--- config.mk ---
export PLATFORM = sky130hd
export DESIGN_NAME = tte_core
export DESIGN_NICKNAME = d
export VERILOG_FILES = /design/src/tte_pkg.sv /design/src/tte_trip_cmp.sv /design/src/tte_alert_drv.sv /design/src/tte_core.sv
export VERILOG_INCLUDE_DIRS = /design/src /design/src/src
export SDC_FILE = /design/constraint.sdc
export NUM_CORES = 1
export LEC_CHECK = 0
export ABC_AREA = 1
export BUFFER_PORTS_ARGS = -buffer_cell sky130_fd_sc_hd__buf_2
export CAP_MARGIN = 20
export CORE_ASPECT_RATIO = 0.7
export CORE_MARGIN = 1.5
export CORE_UTILIZATION = 54
export CTS_CLUSTER_SIZE = 14
export DETAILED_ROUTE_END_ITERATION = 8
export PLACE_DENSITY_LB_ADDON = 0.1
export SYNTH_ARGS = -nofsm -noshare
export SYNTH_HDL_FRONTEND = slang
export SYNTH_SLANG_ARGS = --single-unit
--- constraint.sdc ---
create_clock -name sys_clk_in -period 3.25 [get_ports sys_clk_in]
set_input_delay 0.325 -clock sys_clk_in [delete_from_list [all_inputs] [get_ports sys_clk_in]]
set_output_delay 0.325 -clock sys_clk_in [all_outputs]
set_load 0.01 [all_outputs]
--- src/tte_defs.svh ---
// constants for the thermal trip event logic
`ifndef TTE_DEFS_SVH
`define TTE_DEFS_SVH
// temperature field width in quarter-degree steps
`define TTE_TEMP_W 11
// configuration word bit positions
`define TTE_CFG_MODE 0
`define TTE_CFG_POL 1
`define TTE_CFG_CRIT_ONLY 2
`define TTE_CFG_OUT_EN 3
`define TTE_CFG_STATUS 4
`define TTE_CFG_CLR 5
`define TTE_CFG_ALM_LOCK 6
`define TTE_CFG_CRIT_LOCK 7
`define TTE_CFG_SHDN 8
`define TTE_CFG_HYS_LO 9
`define TTE_CFG_HYS_HI 10
`define TTE_CFG_W 16
// temperature word layout
`define TTE_FLAG_CRIT 15
`define TTE_FLAG_ABOVE 14
`define TTE_FLAG_BELOW 13
`define TTE_TEMP_MSB 12
`define TTE_TEMP_LSB 2
`define TTE_WORD_W 16
`define TTE_BYTE_W 8
`define TTE_FINE_BITS 2'h0
// hysteresis field codes and their size in quarter degrees
`define TTE_HYS_OFF 2'h0
`define TTE_HYS_1P5 2'h1
`define TTE_HYS_3 2'h2
`define TTE_HYS_6 2'h3
`define TTE_HYS_Q_W 5
`define TTE_HYS_Q_OFF 5'h00
`define TTE_HYS_Q_1P5 5'h06
`define TTE_HYS_Q_3 5'h0c
`define TTE_HYS_Q_6 5'h18
`endif

--- src/tte_pkg.sv ---
// state types of the thermal trip event logic
`include "tte_defs.svh"
package tte_pkg;
   typedef struct packed {
      logic above;
      logic below;
      logic crit;
      logic zone;
      logic [`TTE_TEMP_W-1:0] temp;
   } tte_trip_state_type;

   typedef struct packed {
      logic pull_low;
   } tte_drv_state_type;

   typedef struct packed {
      logic mode;
      logic pol;
      logic crit_only;
      logic out_en;
      logic alm_lock;
      logic crit_lock;
      logic shdn;
      logic [1:0] hys;
      logic irq_latch;
      logic above_q;
      logic below_q;
      logic rd_ptr;
      logic [`TTE_BYTE_W-1:0] rd_snap;
      logic [`TTE_BYTE_W-1:0] rd_byte;
      logic [`TTE_WORD_W-1:0] word;
      logic [`TTE_CFG_W-1:0] cfg_rd;
   } tte_core_state_type;
endpackage : tte_pkg

--- src/tte_trip_cmp.sv ---
// threshold comparison with hysteresis and the three trip flags
`timescale 1ns/1ps
`include "tte_defs.svh"
module tte_trip_cmp import tte_pkg::*; #(
   parameter int TEMP_W = `TTE_TEMP_W
) (
   input wire logic sys_clk_in,
   input wire logic rst_in,
   input wire logic sample_valid_in,
   input wire logic hold_in,
   input wire logic [TEMP_W-1:0] sample_in,
   input wire logic [TEMP_W-1:0] upper_in,
   input wire logic [TEMP_W-1:0] lower_in,
   input wire logic [TEMP_W-1:0] limit_in,
   input wire logic [`TTE_HYS_Q_W-1:0] hys_q_in,
   output logic above_out,
   output logic below_out,
   output logic crit_out,
   output logic zone_out,
   output logic [TEMP_W-1:0] temp_out
);
   tte_trip_state_type st_ff;
   tte_trip_state_type nxt_st;
   logic signed [TEMP_W:0] t_s;
   logic signed [TEMP_W:0] up_s;
   logic signed [TEMP_W:0] lo_s;
   logic signed [TEMP_W:0] cr_s;
   logic signed [TEMP_W:0] hy_s;

   if (TEMP_W != `TTE_TEMP_W) begin : g_chk
      $error("tte_trip_cmp: TEMP_W must match the state type");
   end

   // one extra bit keeps threshold minus hysteresis from wrapping
   assign t_s = {sample_in[TEMP_W-1], sample_in};
   assign up_s = {upper_in[TEMP_W-1], upper_in};
   assign lo_s = {lower_in[TEMP_W-1], lower_in};
   assign cr_s = {limit_in[TEMP_W-1], limit_in};
   assign hy_s = (TEMP_W+1)'(hys_q_in);

   always_comb begin
      nxt_st = st_ff;
      if (sample_valid_in && !hold_in) begin
         nxt_st.temp = sample_in;
         if (t_s > up_s) begin
            nxt_st.above = 1'b1;
         end else if (t_s <= up_s - hy_s) begin
            nxt_st.above = 1'b0;
         end
         if (t_s < lo_s - hy_s) begin
            nxt_st.below = 1'b1;
         end else if (t_s >= lo_s) begin
            nxt_st.below = 1'b0;
         end
         nxt_st.crit = (t_s >= cr_s);
         // critical region for the alert pin releases only below limit minus hysteresis
         if (t_s >= cr_s) begin
            nxt_st.zone = 1'b1;
         end else if (t_s < cr_s - hy_s) begin
            nxt_st.zone = 1'b0;
         end
      end
   end

   always_ff @(posedge sys_clk_in) begin
      if (rst_in) begin
         st_ff <= '0;
      end else begin
         st_ff <= nxt_st;
      end
   end

   assign above_out = st_ff.above;
   assign below_out = st_ff.below;
   assign crit_out = st_ff.crit;
   assign zone_out = st_ff.zone;
   assign temp_out = st_ff.temp;
endmodule : tte_trip_cmp

--- src/tte_alert_drv.sv ---
// open-drain alert pin driver with polarity
`timescale 1ns/1ps
module tte_alert_drv import tte_pkg::*; (
   input wire logic sys_clk_in,
   input wire logic rst_in,
   input wire logic active_in,
   input wire logic active_high_in,
   output logic alert_out,
   output logic alert_oe_out
);
   tte_drv_state_type st_ff;
   tte_drv_state_type nxt_st;

   // pin is pulled low for an active-low alert, or for an idle active-high alert
   always_comb begin
      nxt_st = st_ff;
      nxt_st.pull_low = active_in ^ active_high_in;
   end

   always_ff @(posedge sys_clk_in) begin
      if (rst_in) begin
         st_ff <= '0;
      end else begin
         st_ff <= nxt_st;
      end
   end

   // only the low level is ever driven; the pull-up makes the high level
   assign alert_out = 1'b0;
   assign alert_oe_out = st_ff.pull_low;
endmodule : tte_alert_drv

--- src/tte_core.sv ---
// thermal trip detection, configuration word and alert control
`timescale 1ns/1ps
`include "tte_defs.svh"
// Function
// clear-alert write ignored in comparator style; bit always reads zero.
// host writes one to clear-alert to release a latched interrupt alert.
// above-window flag sets when temperature exceeds the upper boundary.
// above-window flag clears only at or below upper minus hysteresis.
// below-window flag sets below lower boundary minus hysteresis.
// below-window flag clears at or above the lower boundary.
// critical flag follows temperature at or above the overheat limit.
// both window flags zero means temperature lies inside the window.
// trip flags depend only on comparisons, not alert or configuration.
// hysteresis also shapes alert pin release points.
// hysteresis field cannot change while either lock bit is set.
// enable and style bits pick alert style; polarity bit picks level.
// alert pin is open drain, only ever pulled low.
// shutdown freezes alert and trip state as they were.
// interrupt style: critical alert holds until below limit minus hysteresis.
// in the critical region the alert acts as comparator style.
// comparator style asserts while outside window or critical, with hysteresis.
// temperature word is read-only, high byte first then low byte.
// two's complement, quarter-degree step, finer bits forced to zero.
// top temperature bit weighs 128 degrees and is the sign, bit 12; here bit 12 is the sign weighing -256 degrees and bit 11 weighs 128.
// alert stays inactive whenever the output enable bit is zero.
// hysteresis codes: off, 1.5, 3 and 6 degrees.
module tte_core import tte_pkg::*; #(
   parameter int TEMP_W = `TTE_TEMP_W
) (
   input wire logic sys_clk_in,
   input wire logic rst_in,
   input wire logic sensing_core_valid_in,
   input wire logic [TEMP_W-1:0] sensing_core_temp_in,
   input wire logic [`TTE_WORD_W-1:0] upper_limit_in,
   input wire logic [`TTE_WORD_W-1:0] lower_limit_in,
   input wire logic [`TTE_WORD_W-1:0] overheat_limit_in,
   input wire logic cfg_wr_in,
   input wire logic [`TTE_CFG_W-1:0] cfg_wdata_in,
   output logic [`TTE_CFG_W-1:0] cfg_rdata_out,
   input wire logic temp_rd_start_in,
   input wire logic temp_rd_in,
   output logic [`TTE_BYTE_W-1:0] temp_byte_out,
   output logic [`TTE_WORD_W-1:0] temp_word_out,
   output logic alert_out,
   output logic alert_oe_out
);
   tte_core_state_type st_ff;
   tte_core_state_type nxt_st;
   logic above;
   logic below;
   logic crit;
   logic zone;
   logic [TEMP_W-1:0] temp;
   logic [`TTE_HYS_Q_W-1:0] hys_q;
   logic [`TTE_WORD_W-1:0] word_now;
   logic locked;
   logic clr_req;
   logic trig;
   logic cond;
   logic active;

   if (TEMP_W != `TTE_TEMP_W || TEMP_W != `TTE_TEMP_MSB - `TTE_TEMP_LSB + 1) begin : g_chk
      $error("tte_core: TEMP_W must fill the temperature field");
   end

   always_comb begin
      unique case (st_ff.hys)
         `TTE_HYS_OFF: hys_q = `TTE_HYS_Q_OFF;
         `TTE_HYS_1P5: hys_q = `TTE_HYS_Q_1P5;
         `TTE_HYS_3: hys_q = `TTE_HYS_Q_3;
         `TTE_HYS_6: hys_q = `TTE_HYS_Q_6;
      endcase
   end

   tte_trip_cmp #(
      .TEMP_W(TEMP_W)
   ) u_trip (
      .sys_clk_in(sys_clk_in),
      .rst_in(rst_in),
      .sample_valid_in(sensing_core_valid_in),
      .hold_in(st_ff.shdn),
      .sample_in(sensing_core_temp_in),
      .upper_in(upper_limit_in[`TTE_TEMP_MSB:`TTE_TEMP_LSB]),
      .lower_in(lower_limit_in[`TTE_TEMP_MSB:`TTE_TEMP_LSB]),
      .limit_in(overheat_limit_in[`TTE_TEMP_MSB:`TTE_TEMP_LSB]),
      .hys_q_in(hys_q),
      .above_out(above),
      .below_out(below),
      .crit_out(crit),
      .zone_out(zone),
      .temp_out(temp)
   );

   // flags come straight from the comparator, never from alert or config state
   assign word_now = {crit, above, below, temp, `TTE_FINE_BITS};
   assign locked = st_ff.alm_lock | st_ff.crit_lock;
   assign clr_req = cfg_wr_in && cfg_wdata_in[`TTE_CFG_CLR] && st_ff.mode;
   assign trig = !st_ff.crit_only && ((above && !st_ff.above_q) || (below && !st_ff.below_q));
   assign cond = zone | (!st_ff.crit_only & (above | below));
   // critical region overrides interrupt style with comparator behaviour
   assign active = st_ff.out_en & (zone | (st_ff.mode ? st_ff.irq_latch : cond));

   always_comb begin
      nxt_st = st_ff;
      nxt_st.above_q = above;
      nxt_st.below_q = below;
      if (cfg_wr_in) begin
         nxt_st.alm_lock = st_ff.alm_lock | cfg_wdata_in[`TTE_CFG_ALM_LOCK];
         nxt_st.crit_lock = st_ff.crit_lock | cfg_wdata_in[`TTE_CFG_CRIT_LOCK];
         if (!locked) begin
            nxt_st.mode = cfg_wdata_in[`TTE_CFG_MODE];
            nxt_st.pol = cfg_wdata_in[`TTE_CFG_POL];
            nxt_st.out_en = cfg_wdata_in[`TTE_CFG_OUT_EN];
            nxt_st.hys = cfg_wdata_in[`TTE_CFG_HYS_HI:`TTE_CFG_HYS_LO];
         end
         if (!st_ff.alm_lock) begin
            nxt_st.crit_only = cfg_wdata_in[`TTE_CFG_CRIT_ONLY];
         end
         // shutdown can always be left but only entered while unlocked
         if (!cfg_wdata_in[`TTE_CFG_SHDN] || !locked) begin
            nxt_st.shdn = cfg_wdata_in[`TTE_CFG_SHDN];
         end
      end
      // a new trip in the clearing cycle still latches
      if (!st_ff.mode) begin
         nxt_st.irq_latch = 1'b0;
      end else begin
         nxt_st.irq_latch = trig | (st_ff.irq_latch & !clr_req);
      end
      if (temp_rd_start_in) begin
         nxt_st.rd_ptr = 1'b0;
      end
      // snapshot the low byte so the two halves belong to one sample
      if (temp_rd_in) begin
         if (temp_rd_start_in || !st_ff.rd_ptr) begin
            nxt_st.rd_byte = word_now[`TTE_WORD_W-1:`TTE_BYTE_W];
            nxt_st.rd_snap = word_now[`TTE_BYTE_W-1:0];
            nxt_st.rd_ptr = 1'b1;
         end else begin
            nxt_st.rd_byte = st_ff.rd_snap;
            nxt_st.rd_ptr = 1'b0;
         end
      end
      nxt_st.word = word_now;
      nxt_st.cfg_rd = '0;
      nxt_st.cfg_rd[`TTE_CFG_MODE] = nxt_st.mode;
      nxt_st.cfg_rd[`TTE_CFG_POL] = nxt_st.pol;
      nxt_st.cfg_rd[`TTE_CFG_CRIT_ONLY] = nxt_st.crit_only;
      nxt_st.cfg_rd[`TTE_CFG_OUT_EN] = nxt_st.out_en;
      nxt_st.cfg_rd[`TTE_CFG_STATUS] = active;
      nxt_st.cfg_rd[`TTE_CFG_CLR] = 1'b0;
      nxt_st.cfg_rd[`TTE_CFG_ALM_LOCK] = nxt_st.alm_lock;
      nxt_st.cfg_rd[`TTE_CFG_CRIT_LOCK] = nxt_st.crit_lock;
      nxt_st.cfg_rd[`TTE_CFG_SHDN] = nxt_st.shdn;
      nxt_st.cfg_rd[`TTE_CFG_HYS_HI:`TTE_CFG_HYS_LO] = nxt_st.hys;
   end

   always_ff @(posedge sys_clk_in) begin
      if (rst_in) begin
         st_ff <= '0;
      end else begin
         st_ff <= nxt_st;
      end
   end

   tte_alert_drv u_drv (
      .sys_clk_in(sys_clk_in),
      .rst_in(rst_in),
      .active_in(active),
      .active_high_in(st_ff.pol),
      .alert_out(alert_out),
      .alert_oe_out(alert_oe_out)
   );

   assign cfg_rdata_out = st_ff.cfg_rd;
   assign temp_byte_out = st_ff.rd_byte;
   assign temp_word_out = st_ff.word;

   // helper copies of the comparison operands for the checks below
   logic signed [TEMP_W:0] chk_t;
   logic signed [TEMP_W:0] chk_up;
   logic signed [TEMP_W:0] chk_lo;
   logic signed [TEMP_W:0] chk_cr;
   logic signed [TEMP_W:0] chk_hy;
   logic chk_upd;
   assign chk_t = {sensing_core_temp_in[TEMP_W-1], sensing_core_temp_in};
   assign chk_up = {upper_limit_in[`TTE_TEMP_MSB], upper_limit_in[`TTE_TEMP_MSB:`TTE_TEMP_LSB]};
   assign chk_lo = {lower_limit_in[`TTE_TEMP_MSB], lower_limit_in[`TTE_TEMP_MSB:`TTE_TEMP_LSB]};
   assign chk_cr = {overheat_limit_in[`TTE_TEMP_MSB], overheat_limit_in[`TTE_TEMP_MSB:`TTE_TEMP_LSB]};
   assign chk_hy = (TEMP_W+1)'(hys_q);
   assign chk_upd = sensing_core_valid_in && !st_ff.shdn;
endmodule : tte_core

==> impl_results.md <==
* Outcome: finished clean
* Routability cong. at 0.890
* Worst slew pin tran at 0.761 ns
* Final Cell Area at 5360 um^2
* Max clock buf depth at 2
* Htree depth at 2
* Final worst slack at 0.129 ns
* Max Clk Rate at 0.320 GHz
* Seq/Total Area, Yosys at 24.2%
* P per Cell Area at 378 nW/um^2
* Global-route wire length before repair at 17900 um
* Worst min-delay path category: input pin to flip-flop
* CP Capture Type: flip-flop
* Layout Area Growth over Synthesis at 16.0%
* WHS at 0.259 ns
* Post-DP HPWL at 8970 um
* Yosys reg bits at 56
* Total Die Area at 9140 um^2
* Clk_skew at 0.00520 ns
* Worst r2r src: st_ff[52]
* Number of global-route vias before repair at 3804
* YS warnings at 0
* Flop-to-flop setup slack at 0.13 ns
* Most instantiated library cell after synthesis: nand2_1
* WHS Endpoint: cfg_rdata_out[0]
* Synth cell count leaders: nand2_1 (96), inv_1 (93), ha_1 (81)
* Yosys top cell by area: dfxtp_1
* Root Buffer: clkbuf_16
* Setup TNS at 0 ns
* Cell count of the worst reg-to-reg path at 18
* Clock transition at path regs at 0.07 ns
* Clk sinks at 56
* Required time of the critical path at 3.44 ns
* Initial core utilization at 55.2%
* Synth Cell Area at 4620 um^2
* Final hold vios at 0
* Avg Inst Size Synth at 7.42 um^2
* Worst hold start: cfg_wdata_in[0]
* DRT Wirelength at 11200 um
* Worst relative slew slack at 49.2%
* DRT Pass-1 Iters at 5
* Crit. Startpoint: st_ff[52]
* Core area at 8370 um^2
* Max_cap viols at 0
* Vias at 4188
* CTS Buf Count at 5
* Placement Rows at 28
* Final Cycle Share at 96.0%
* Pre-CTS WS at -0.0929 ns
* Top cells by area, synth: dfxtp_1 (24%), ha_1 (22%), nand2_1 (7.8%)
* Hold path cells at 3
* Initial antenna violation count at 0
* Number of diodes at 0
* Num ports at 123
* Die Wd at 114 um
* Buf/Inv on CP at 3
* Maximum VDD drop at 0.275 mV
* Die Y at 80.4 um
* Kind of critical path: flip-flop to flip-flop
* NumNets Final at 860
* Syn Inst Count at 623
* Total grt overflow at 0
* Final ANT Viol Nets at 0
* Post-synth ARST share at 0%
* Share of the synthesized area in the top cell type at 24.2%
* Crit path largest cell delay at 0.38 ns
* Arr. time, crit path at 3.31 ns
* Top cell family by delay on the critical path: simple AND/OR/NAND/NOR gates
* Crit-path max FO at 3
* Crit path launch type: flip-flop
* Dpl cell area at 4990 um^2
* Fin crit period at 3.12 ns
* CP Cell Sequence: buf_6 -> ha_4 -> ha_4 -> inv_2 -> fa_2 -> and3_4 -> a211oi_4 -> nand4_1 -> o21ai_2 -> inv_2 -> ha_4 -> nand4_1 -> nor3_1 -> nand2_1 -> nand3_1 -> nand2_1 -> nand3_2 -> nand2_1
* # setup viols final at 0
* Leak at 2.78 nW
* Port Buf Inserts at 92
* Share of cells above drive strength 1 at 23.6%
* Reg2reg end: u_trip.below_out
* Pins Over Slew Limit at 0
* Count of cell types in the netlist at 38
* DR iter-0 viols at 268
* Critical-path top delay cell: dfxtp_4
* EDFF count, synth at 0
* Largest net degree at the start of global routing at 30
* CTS tree: done
* Insertion delay to the later sink of the worst-skew pair at 0.29 ns
* WL/cell at 13.9 um
* Main synth FF type: dfxtp_1
* Total GRT Usage at 25.0%
* DRC violations left at 0
* Via density at 5.23
per-stage QoR:
stage	cells	power [mW]	util (%)
after detailed placement	790	1.45	59.6
after global routing	801	2.17	64.1
after floorplan	631	1.26	-
after CTS	799	1.99	61.9
after global placement	790	1.42	59.6
final	801	2.03	64.1
metal layers:
layer	share of wire (%)	wire length [um]	track usage, %
met5	0	0	0
met4	0.83	93	6.25
met3	6.2	698	4.60
met2	41	4580	38.3
met1	52	5790	36.1
layout make-up:
cell class | count | area (um^2)
timing repair buffer | 108 | 588
inverter | 93 | 349
clock buffer | 5 | 125
clock inverter | 3 | 18.8
multi-input combinational | 431 | 3020
sequential | 56 | 1130
tap | 105 | 131
fill | 766 | 3010
worst max-delay path by stage:
stage,endpoint,cells after the start
floorplan,u_trip.below_out,16
global placement,u_trip.below_out,18
detailed placement,u_trip.below_out,18
CTS,u_trip.zone_out,19
global route,u_trip.above_out,18
finish,u_trip.below_out,18
sequential cells by signal, indices dropped and copies added (netlist names):
register            flops
st_ff                  10
temp_word_out          14
u_drv.alert_oe_out      1
u_trip.below_out        1
u_trip.temp_out        11
u_trip.crit_out         1
u_trip.above_out        1
cfg_rdata_out           8
temp_byte_out           8
u_trip.zone_out         1
what timing repair did:
action,4_1_cts,5_1_grt
gates resized for setup,8,39
setup buffers,1,2
pin swaps,5,21
setup endpoints to repair,3,3
hold buffers,0,0
cells in the final DEF (no fill, tap or decap), types with 2 or more instances in the layout:
cell,netlist,routed
buf_6,0,2
o21ai_2,1,3
clkinv_2,0,2
xor2_1,16,16
nor3_2,4,2
dfxtp_4,0,2
nand2_1,96,92
a21oi_2,1,4
nand4_1,13,13
nor3_1,2,2
o21a_1,4,4
nand2_2,4,8
nor2_2,2,4
conb_1,1,9
a32o_1,2,2
inv_2,0,4
fa_2,0,3
and2_1,2,2
nand3_2,0,2
buf_4,42,14
a21oi_1,63,60
ha_4,0,8
inv_1,93,89
ha_1,81,73
o21ai_1,3,2
nand3_1,21,19
clkbuf_16,0,5
dfxtp_1,56,54
a21o_1,4,4
buf_2,3,92
xnor2_1,5,5
nor3_4,0,2
nor2_1,45,41
o211ai_1,4,4
o21ai_0,36,35
nor2_4,2,4
worst register-to-register path, cell delays in order, from the launching register on:
cell,delay [ns]
dfxtp_4,0.38
buf_6,0.11
ha_4,0.16
ha_4,0.13
inv_2,0.04
fa_2,0.37
and3_4,0.19
a211oi_4,0.19
nand4_1,0.21
o21ai_2,0.20
inv_2,0.06
ha_4,0.27
nand4_1,0.13
nor3_1,0.15
nand2_1,0.10
nand3_1,0.11
nand2_1,0.07
nand3_2,0.08
nand2_1,0.06
where the power goes:
part	switching, mW	internal, mW
combinational	0.435	0.312
sequential	0.0237	0.737
clock	0.238	0.284
cells by family (layout without fill, tap and decap cells):
family	Yosys count	in the layout	share of synthesized area, %
buffers and inverters	144	209	15.2
other	1	9	0.0811
flip-flops	56	56	24.2
XOR/XNOR	21	21	3.98
adder cells (fa/ha/maj)	84	84	23.2
AND/OR/NAND/NOR	192	192	18.3
AO/OA/AOI/OAI	125	125	15.0
Note: power is estimated with default switching activity, not from simulation.
